==> config.mk <==
export PLATFORM = sky130hd
export DESIGN_NAME = nfcds_top
export DESIGN_NICKNAME = d
export VERILOG_FILES = /design/src/core/nfcds_pkg.sv /design/src/core/nfcds_top.sv
export SDC_FILE = /design/constraint.sdc
export NUM_CORES = 1
export LEC_CHECK = 0
export CAP_MARGIN = 0
export CORE_MARGIN = 3
export CORE_UTILIZATION = 50
export DETAILED_ROUTE_END_ITERATION = 8
export DONT_BUFFER_PORTS = 1
export HOLD_SLACK_MARGIN = 0.03
export PLACE_DENSITY = 0.75
export SLEW_MARGIN = 25
export SYNTH_ARGS = -nofsm -noshare
export SYNTH_HDL_FRONTEND = slang
export SYNTH_SLANG_ARGS = --single-unit
export TNS_END_PERCENT = 1
==> constraint.sdc <==
create_clock -name clk_sys -period 2.8 [get_ports clk_sys]
set_input_delay 0.28 -clock clk_sys [delete_from_list [all_inputs] [get_ports clk_sys]]
set_output_delay 0.28 -clock clk_sys [all_outputs]
set_load 0.02 [all_outputs]
==> src/core/nfcds_pkg.sv <==
// Shared constants and types of the flash control and die select block
package nfcds_pkg;
  localparam int DATA_W = 16;
  // ----------------------------------------------------------------
  // Command codes
  // ----------------------------------------------------------------
  localparam logic [7:0] C_PROG_SETUP = 8'h40;
  localparam logic [7:0] C_ERASE_SETUP = 8'h20;
  localparam logic [7:0] C_CONFIRM = 8'hD0;
  localparam logic [7:0] C_SUSPEND = 8'hB0;
  localparam logic [7:0] C_READ_STAT = 8'h70;
  localparam logic [7:0] C_CLR_STAT = 8'h50;
  localparam logic [7:0] C_READ_ARRAY = 8'hFF;
  localparam logic [7:0] C_LOCK_SETUP = 8'h60;
  localparam logic [7:0] C_LOCK = 8'h01;
  localparam logic [7:0] C_CFG = 8'h03;
  localparam logic [7:0] C_OTP_SETUP = 8'hC0;
  // ----------------------------------------------------------------
  // Status bit positions
  // ----------------------------------------------------------------
  localparam int ST_READY = 7;
  localparam int ST_ESUSP = 6;
  localparam int ST_EERR = 5;
  localparam int ST_PERR = 4;
  localparam int ST_VPP = 3;
  localparam int ST_PSUSP = 2;
  localparam int ST_LOCK = 1;
  // ----------------------------------------------------------------
  // Config field positions, reset values, counts
  // ----------------------------------------------------------------
  localparam int CFG_SYNC_BIT = 4;
  localparam logic SYNC_RST = 1'b0;
  localparam logic [3:0] LAT_RST = 4'h3;
  localparam logic LOCK_RST = 1'b1;
  localparam int OTP_SPACES = 4;
  localparam logic [5:0] PIN_RST = 6'h2D;
  localparam logic [7:0] PROG_CYC = 8'h10;
  localparam int ERASE_CYC = 4000;
  typedef enum logic [2:0] {
    WS_IDLE = 3'b000, WS_PROG = 3'b001, WS_PSUSP = 3'b101,
    WS_ERASE = 3'b010, WS_ESUSP = 3'b110
  } nfcds_ws_t;
  typedef enum logic [1:0] {
    PD_NONE = 2'b00, PD_PROG = 2'b01, PD_ERASE = 2'b11, PD_LOCK = 2'b10
  } nfcds_pend_t;
endpackage

==> src/core/nfcds_top.sv <==
// Flash command interface, write state machine, read path and die select
// What this block does
// - Reset leaves the part in asynchronous page reads.
// - Burst reads start only after the host writes the read configuration.
// - Burst data is launched on edges of the host-supplied clock.
// - A wait output marks burst data not yet valid.
// - Program and erase start only through command sequences.
// - The write state machine times program and erase on its own.
// - Status shows completion and flags errors of the operation.
// - Each erase clears exactly the one addressed block.
// - A running erase can pause for reads or programs elsewhere.
// - A running program can pause for reads of other locations.
// - Each program writes one whole 16-bit word.
// - Program and erase are refused while program supply is low.
// - Lock and unlock take effect at once.
// - Four predefined spaces can each become one-time programmable.
// - Two dies share one chip select; an address bit picks one.
// - Select low and pick bit low: lower die responds.
// - Select low and pick bit high: upper die responds.
`timescale 1ns/10ps
module nfcds_top import nfcds_pkg::*; #(
  parameter int ADDR_W = 16,
  parameter int BLK_W = 4,
  parameter logic DIE_ID = 1'b0,
  parameter int ERASE_CYCLES = ERASE_CYC
) (
  input wire logic clk_sys, // System clock
  input wire logic rst_n, // Synchronous reset
  input wire logic chipSelN, // Shared chip select pin
  input wire logic diePick, // Die pick address pin
  input wire logic writeEnN, // Write strobe pin
  input wire logic outEnN, // Output enable pin
  input wire logic burstClk, // Host burst clock pin
  input wire logic vppLow, // Supply at or below lockout
  input wire logic [ADDR_W-1:0] addrIn, // Address pins
  input wire logic [DATA_W-1:0] dataIn, // Data pins, input side
  input wire logic [DATA_W-1:0] arrayRData, // Array read word
  output logic [DATA_W-1:0] dataOut, // Data pins, output side
  output logic dataOeN, // Low while driving data
  output logic waitOut, // High while burst data invalid
  output logic lowerDieSel, // Lower die responds
  output logic upperDieSel, // Upper die responds
  output logic [ADDR_W-1:0] arrayRdAddr, // Array read address
  output logic [ADDR_W-1:0] arrayOpAddr, // Program/erase address
  output logic [DATA_W-1:0] arrayWData, // Program word
  output logic arrayProgStb, // Program one word
  output logic arrayEraseStb, // Erase one block
  output logic [7:0] statusOut, // Status register
  output logic syncMode // Burst reads enabled
);
  localparam int NBLK = 1 << BLK_W;
  // ----------------------------------------------------------------
  // Pin synchronisers
  // ----------------------------------------------------------------
  logic [5:0] pinMeta, pinSync;
  logic [ADDR_W+DATA_W-1:0] busMeta, busSync;
  always_ff @(posedge clk_sys) begin
    if (!rst_n) begin
      pinMeta <= PIN_RST;
      pinSync <= PIN_RST;
      {busMeta, busSync} <= '0;
    end else begin
      pinMeta <= {chipSelN, diePick, writeEnN, outEnN, burstClk, vppLow};
      pinSync <= pinMeta;
      busMeta <= {addrIn, dataIn};
      busSync <= busMeta;
    end
  end
  logic csS, dieS, weS, oeS, clkS, vppLowS;
  logic [ADDR_W-1:0] addrS, burstAddr;
  logic [DATA_W-1:0] dataS;
  assign {csS, dieS, weS, oeS, clkS, vppLowS} = pinSync;
  assign {addrS, dataS} = busSync;
  logic weP, oeP, clkP;
  always_ff @(posedge clk_sys) begin
    if (!rst_n) begin
      {weP, oeP, clkP} <= 3'b110;
    end else begin
      {weP, oeP, clkP} <= {weS, oeS, clkS};
    end
  end
  logic selected, weRise, oeFall, clkRise, bursting;
  assign selected = !csS && (dieS == DIE_ID);
  assign weRise = selected && weS && !weP;
  assign oeFall = selected && !oeS && oeP;
  assign clkRise = clkS && !clkP;
  // ----------------------------------------------------------------
  // Die select
  // ----------------------------------------------------------------
  always_ff @(posedge clk_sys) begin
    if (!rst_n) begin
      {lowerDieSel, upperDieSel} <= 2'b00;
    end else begin
      lowerDieSel <= !csS && !dieS;
      upperDieSel <= !csS && dieS;
    end
  end
  // ----------------------------------------------------------------
  // Command decode
  // ----------------------------------------------------------------
  nfcds_pend_t pend;
  nfcds_ws_t state;
  logic [7:0] cmd, progCnt;
  logic [BLK_W-1:0] blk, eraseBlk;
  logic [1:0] otpIdx;
  logic [NBLK-1:0] locked;
  logic [OTP_SPACES-1:0] otpCfg, otpUsed;
  logic [3:0] latency, latCnt;
  assign cmd = dataS[7:0];
  assign blk = addrS[ADDR_W-1 -: BLK_W];
  assign otpIdx = blk[1:0];
  logic idleCmd, cmdSusp, cmdResume, cmdClr, cmdLock, cmdUnlock, cmdCfg, readStat, nested;
  logic blkOtp, progReq, eraseReq, progRefuse, eraseRefuse, progGo, eraseGo, otpPend;
  assign idleCmd = weRise && pend == PD_NONE;
  assign cmdSusp = idleCmd && cmd == C_SUSPEND;
  assign cmdResume = idleCmd && cmd == C_CONFIRM;
  assign cmdClr = idleCmd && cmd == C_CLR_STAT;
  assign cmdLock = weRise && pend == PD_LOCK && cmd == C_LOCK;
  assign cmdUnlock = weRise && pend == PD_LOCK && cmd == C_CONFIRM;
  assign cmdCfg = weRise && pend == PD_LOCK && cmd == C_CFG;
  assign blkOtp = blk < BLK_W'(OTP_SPACES);
  // A program accepted during erase suspend must avoid the erased block
  assign progReq = weRise && pend == PD_PROG && (state == WS_IDLE || state == WS_ESUSP);
  assign eraseReq = weRise && pend == PD_ERASE && cmd == C_CONFIRM && state == WS_IDLE;
  assign progRefuse = vppLowS || locked[blk] || (blkOtp && otpCfg[otpIdx] && otpUsed[otpIdx])
    || (state == WS_ESUSP && blk == eraseBlk);
  assign eraseRefuse = vppLowS || locked[blk] || (blkOtp && otpCfg[otpIdx]);
  assign progGo = progReq && !progRefuse;
  assign eraseGo = eraseReq && !eraseRefuse;
  always_ff @(posedge clk_sys) begin
    if (!rst_n) begin
      pend <= PD_NONE;
    end else if (weRise) begin
      if (pend != PD_NONE) begin
        pend <= PD_NONE;
      end else begin
        case (cmd)
          C_PROG_SETUP: pend <= PD_PROG;
          C_ERASE_SETUP: pend <= PD_ERASE;
          C_LOCK_SETUP: pend <= PD_LOCK;
          default: pend <= PD_NONE;
        endcase
      end
    end
  end
  // ----------------------------------------------------------------
  // Configuration, locks and one-time spaces
  // ----------------------------------------------------------------
  always_ff @(posedge clk_sys) begin
    if (!rst_n) begin
      syncMode <= SYNC_RST;
      latency <= LAT_RST;
      locked <= {NBLK{LOCK_RST}};
      {otpCfg, otpUsed} <= '0;
      otpPend <= 1'b0;
    end else begin
      if (cmdCfg) begin
        syncMode <= addrS[CFG_SYNC_BIT];
        latency <= addrS[3:0];
      end
      if (cmdLock) locked[blk] <= 1'b1;
      if (cmdUnlock) locked[blk] <= 1'b0;
      if (weRise) otpPend <= (pend == PD_NONE) && cmd == C_OTP_SETUP;
      if (weRise && otpPend && cmd == C_CONFIRM && blkOtp) otpCfg[otpIdx] <= 1'b1;
      // Once configured, a space accepts a single program only
      if (progGo && blkOtp && otpCfg[otpIdx]) otpUsed[otpIdx] <= 1'b1;
    end
  end
  // ----------------------------------------------------------------
  // Write state machine
  // ----------------------------------------------------------------
  logic [$clog2(ERASE_CYCLES+1)-1:0] eraseCnt;
  always_ff @(posedge clk_sys) begin
    if (!rst_n) begin
      state <= WS_IDLE;
      progCnt <= '0;
      eraseCnt <= '0;
      nested <= 1'b0;
      eraseBlk <= '0;
      arrayOpAddr <= '0;
      arrayWData <= '0;
      {arrayProgStb, arrayEraseStb} <= 2'b00;
    end else begin
      arrayProgStb <= progGo;
      arrayEraseStb <= eraseGo;
      if (progGo) begin
        arrayOpAddr <= addrS;
        arrayWData <= dataS;
      end else if (eraseGo) begin
        arrayOpAddr <= addrS;
        eraseBlk <= blk;
      end
      case (state)
        WS_IDLE, WS_ESUSP: begin
          if (progGo) begin
            state <= WS_PROG;
            progCnt <= PROG_CYC - 8'h01;
            nested <= (state == WS_ESUSP);
          end else if (eraseGo) begin
            state <= WS_ERASE;
            eraseCnt <= ($bits(eraseCnt))'(ERASE_CYCLES - 1);
          end else if (state == WS_ESUSP && cmdResume) begin
            state <= WS_ERASE;
          end
        end
        WS_PROG: begin
          // Supply dropping mid-operation aborts with an error
          if (vppLowS || progCnt == '0) state <= nested ? WS_ESUSP : WS_IDLE;
          else if (cmdSusp) state <= WS_PSUSP;
          else progCnt <= progCnt - 8'h01;
        end
        WS_PSUSP: if (cmdResume) state <= WS_PROG;
        WS_ERASE: begin
          if (vppLowS || eraseCnt == '0) state <= WS_IDLE;
          else if (cmdSusp) state <= WS_ESUSP;
          else eraseCnt <= eraseCnt - 1'b1;
        end
        default: state <= WS_IDLE;
      endcase
    end
  end
  // ----------------------------------------------------------------
  // Status register
  // ----------------------------------------------------------------
  logic errE, errP, errV, errL, setE, setP, setV, setL;
  assign setV = ((progReq || eraseReq) || state == WS_PROG || state == WS_ERASE) && vppLowS;
  assign setL = (progReq || eraseReq) && locked[blk];
  assign setP = (progReq && progRefuse) || (state == WS_PROG && vppLowS);
  assign setE = (eraseReq && eraseRefuse) || (state == WS_ERASE && vppLowS);
  always_ff @(posedge clk_sys) begin
    if (!rst_n) begin
      {errE, errP, errV, errL} <= 4'h0;
      statusOut <= 8'h00;
    end else begin
      // A new error in the clearing cycle survives the clear
      errE <= (errE && !cmdClr) || setE;
      errP <= (errP && !cmdClr) || setP;
      errV <= (errV && !cmdClr) || setV;
      errL <= (errL && !cmdClr) || setL;
      statusOut <= 8'h00;
      statusOut[ST_READY] <= state != WS_PROG && state != WS_ERASE;
      statusOut[ST_ESUSP] <= state == WS_ESUSP || nested && state != WS_IDLE
        && state != WS_ERASE;
      statusOut[ST_PSUSP] <= state == WS_PSUSP;
      statusOut[ST_EERR] <= errE;
      statusOut[ST_PERR] <= errP;
      statusOut[ST_VPP] <= errV;
      statusOut[ST_LOCK] <= errL;
    end
  end
  // ----------------------------------------------------------------
  // Read path: asynchronous page reads or clocked bursts
  // ----------------------------------------------------------------
  always_ff @(posedge clk_sys) begin
    if (!rst_n) begin
      readStat <= 1'b0;
    end else if (progGo || eraseGo || cmdSusp || (idleCmd && cmd == C_READ_STAT)) begin
      readStat <= 1'b1;
    end else if (idleCmd && cmd == C_READ_ARRAY) begin
      readStat <= 1'b0;
    end
  end
  always_ff @(posedge clk_sys) begin
    if (!rst_n) begin
      dataOut <= '0;
      dataOeN <= 1'b1;
      {waitOut, bursting} <= 2'b00;
      latCnt <= '0;
      burstAddr <= '0;
      arrayRdAddr <= '0;
    end else begin
      dataOeN <= !(selected && !oeS);
      arrayRdAddr <= bursting ? burstAddr : addrS;
      if (!selected || oeS) begin
        bursting <= 1'b0;
        waitOut <= 1'b0;
      end else if (oeFall && syncMode && !readStat) begin
        bursting <= 1'b1;
        waitOut <= 1'b1;
        latCnt <= latency;
        burstAddr <= addrS;
      end else if (bursting) begin
        // Burst words advance only on host clock edges
        if (clkRise) begin
          if (latCnt != 4'h0) begin
            latCnt <= latCnt - 4'h1;
          end else begin
            waitOut <= 1'b0;
            dataOut <= arrayRData;
            burstAddr <= burstAddr + 1'b1;
          end
        end
      end else begin
        dataOut <= readStat ? {8'h00, statusOut} : arrayRData;
      end
    end
  end
endmodule

==> reports/results.ini <==
[synth]
yosys_warnings = 0
ys_seq_area_frac = 0.516
ys_types = 66
async_reset_ff_frac = 0
syn-cell-area_sq_mm = 0.00939
syn-num-nets = 1077
synth_area_per_cell_sq_um = 9.25
synth-seq-cells = 242
netlist_instances = 1015
synth-edff-count = 0
synth_top_flop_cell = dfxtp_1

[global_route]
grt_pass1_vias = 6847
grt_max_degree = 112
grt_first_pass_wirelength_um = 34500
track_usage = 0.204
antenna_found_initial = 1
gr-total-overflow = 0

[cells_and_area]
drive_above_1_share = 0.0936
final_util = 0.609
multi_input_area_sq_mm = 0.00423
area_growth_syn_to_layout_pct = 18.2
antennaDiodeCount = 0
fillCellCount = 1468
fin_area_sq_mm = 0.0111
final_common_cell = dfxtp_1
nets = 1124
final-seq-area_sq_mm = 0.00485
layout_common_cells = dfxtp_1 (240), nor2_1 (96), nand2_1 (89)

[routing]
dr.first_iter.drc_count = 503
drt-vias-per-instance = 5.55
drc = 0
wl_per_cell_um = 16.5
drt_wl_total_um = 21600
firstDrtPassIters = 5
ant_nets = 0
vias = 7259

[place]
dp_hpwl_um = 14100
io_buffers = 0
placed_area_sq_mm = 0.00970
gp_congestion = 0.897

[cts]
clock-sinks = 242
clock_path_buffers = 3
htreeDepth = 1
path_clk_slew_ns = 0.06
cts_made_buffers = 25
clk_latency_ns = 0.51
cts-root-buf = clkbuf_16
cts_tree = yes

[timing]
slew_viol_final = 0
fin_crit_sh = 0.920
fin_setup_tns_ns = 0
hold_viol = 0
fin_skew_ns = 0.0127
slew_headroom = 0.527
worstMarginPinSlew_ns = 0.700
setup_viol = 0
fmax_mhz = 388
rsz0062_at_grt = false
min_period_ns = 2.58

[flow_run]
drv_cap = 0

[setup_path]
crit_path_end_kind = register
r2r_cells = 6
crit_fanout = 16
arrival_ns = 2.98
worst_ep_required_time_ns = 3.21
start_kind = register
crit_type = reg -> reg
timing.rr.start = pinSync[5]
ff2ff_setup_slack_ns = 0.22
timing.rr.end = eraseCnt[3]

[status]
outcome = finished, final reports clean

[hold_path]
whs_endpoint = eraseCnt[3]
hold_start = rst_n
whs_path_depth = 2
min_path_type = in -> reg

[floorplanning]
die_w_um = 143
core-area_sq_mm = 0.0182
initial_core_util = 0.516
design.die.area_sq_mm = 0.0205
die-height_um = 143
boundaryPins = 135
rows = 49

[power]
p_leak_uw = 0.00408
ir_drop_v = 0.000487
powerDensity_mw_per_mm2 = 637

## worst max path at each step
| stage | cells after the start | start | end | slack (ns) |
|---|---|---|---|---|
| global placement | 6 | busSync[29] | eraseCnt[9] | 0.20 |
| finish | 6 | pinSync[5] | eraseCnt[3] | 0.22 |
| global route | 6 | pinSync[5] | eraseCnt[7] | 0.03 |
| floorplan | 7 | busSync[29] | eraseCnt[9] | 0.20 |
| CTS | 6 | busSync[29] | eraseCnt[9] | 0.12 |
| detailed placement | 6 | busSync[29] | eraseCnt[9] | 0.10 |
## layout make-up
type	count	share of cell area
Timing Repair Buffer	88	0.0769
Tap cell	229	0.0258
Clock inverter	11	0.0101
Inverter	14	0.00485
Multi-Input combinational cell	691	0.381
Sequential cell	242	0.437
Clock buffer	33	0.0645
## what timing repair did
item / CTS / global route
resized for setup: 0 / 2
endpoints found under the setup margin: 0 / 8
endpoints found under the hold margin: 130 / 0
setup buffers: 0 / 0
hold buffers: 55 / 0
## layer usage
layer	routed length, um	global-route usage	up-vias
met5	0	0	-
met4	354	0.0525	0
met3	1700	0.0442	26
met2	9900	0.327	251
met1	9680	0.281	3356
li1	-	-	3626
## cell families (layout without fill, tap and decap cells)
family	count (synthesis)	in the layout	synth area share
other cells	1	1	0.000399
compound gates	200	200	0.131
simple gates	413	413	0.231
flops	242	242	0.516
fa+ha+maj	6	6	0.00799
buf+inv	82	146	0.0345
mux	45	45	0.0549
xor+xnor	26	26	0.0242
## flip-flops by register name, summed over array words and instances (netlist names), 8 cells and up
signal,cells
busMeta,32
busSync,32
arrayOpAddr,16
arrayRdAddr,16
arrayWData,16
burstAddr,16
dataOut,16
locked,16
eraseCnt,12
progCnt,8
## synth_stat cells, drive strengths merged (10+ instances only)
cell type  count  area [sq um]
xnor2         17           149
mux2i         38           380
nand2         89           334
dfxtp        242          4840
o21ai         39           195
nand4         10          62.6
clkbuf        61           229
nand3         35           175
a211oi        31           233
inv           13          48.8
nor2          96           360
a31oi         21           131
nand2b        19           119
and2          79           494
a21oi         70           350
nor3          17          85.1
## power by group
part	switching, uW	total, uW	internal, uW	leakage, uW
Sequential	49.7	3560	3510	0.00197
Combinational	115	230	115	0.00170
Clock	1300	3280	1980	0.000417
Total	1470	7070	5600	0.00408
## per-stage QoR
stage	power [uW]	cells	setup WS [ns]	hold slack, ns
detailed placement	3780	1209	0.101	0.371
finish	7070	1308	0.224	0.125
global placement	3770	1209	0.197	0.367
global route	7330	1308	0.0311	0.144
floorplan	3750	1015	0.196	0.381
CTS	7130	1308	0.115	0.110
## worst max-delay path, cell delays in order, from the launching register on
cell     delay [ns]
dfxtp_1        0.35
or4b_1         0.55
or3_4          0.38
nor4_4         0.46
o22a_2         0.38
nor4_1         0.08
o31a_1         0.27
Note: power is estimated with default switching activity, not from simulation.
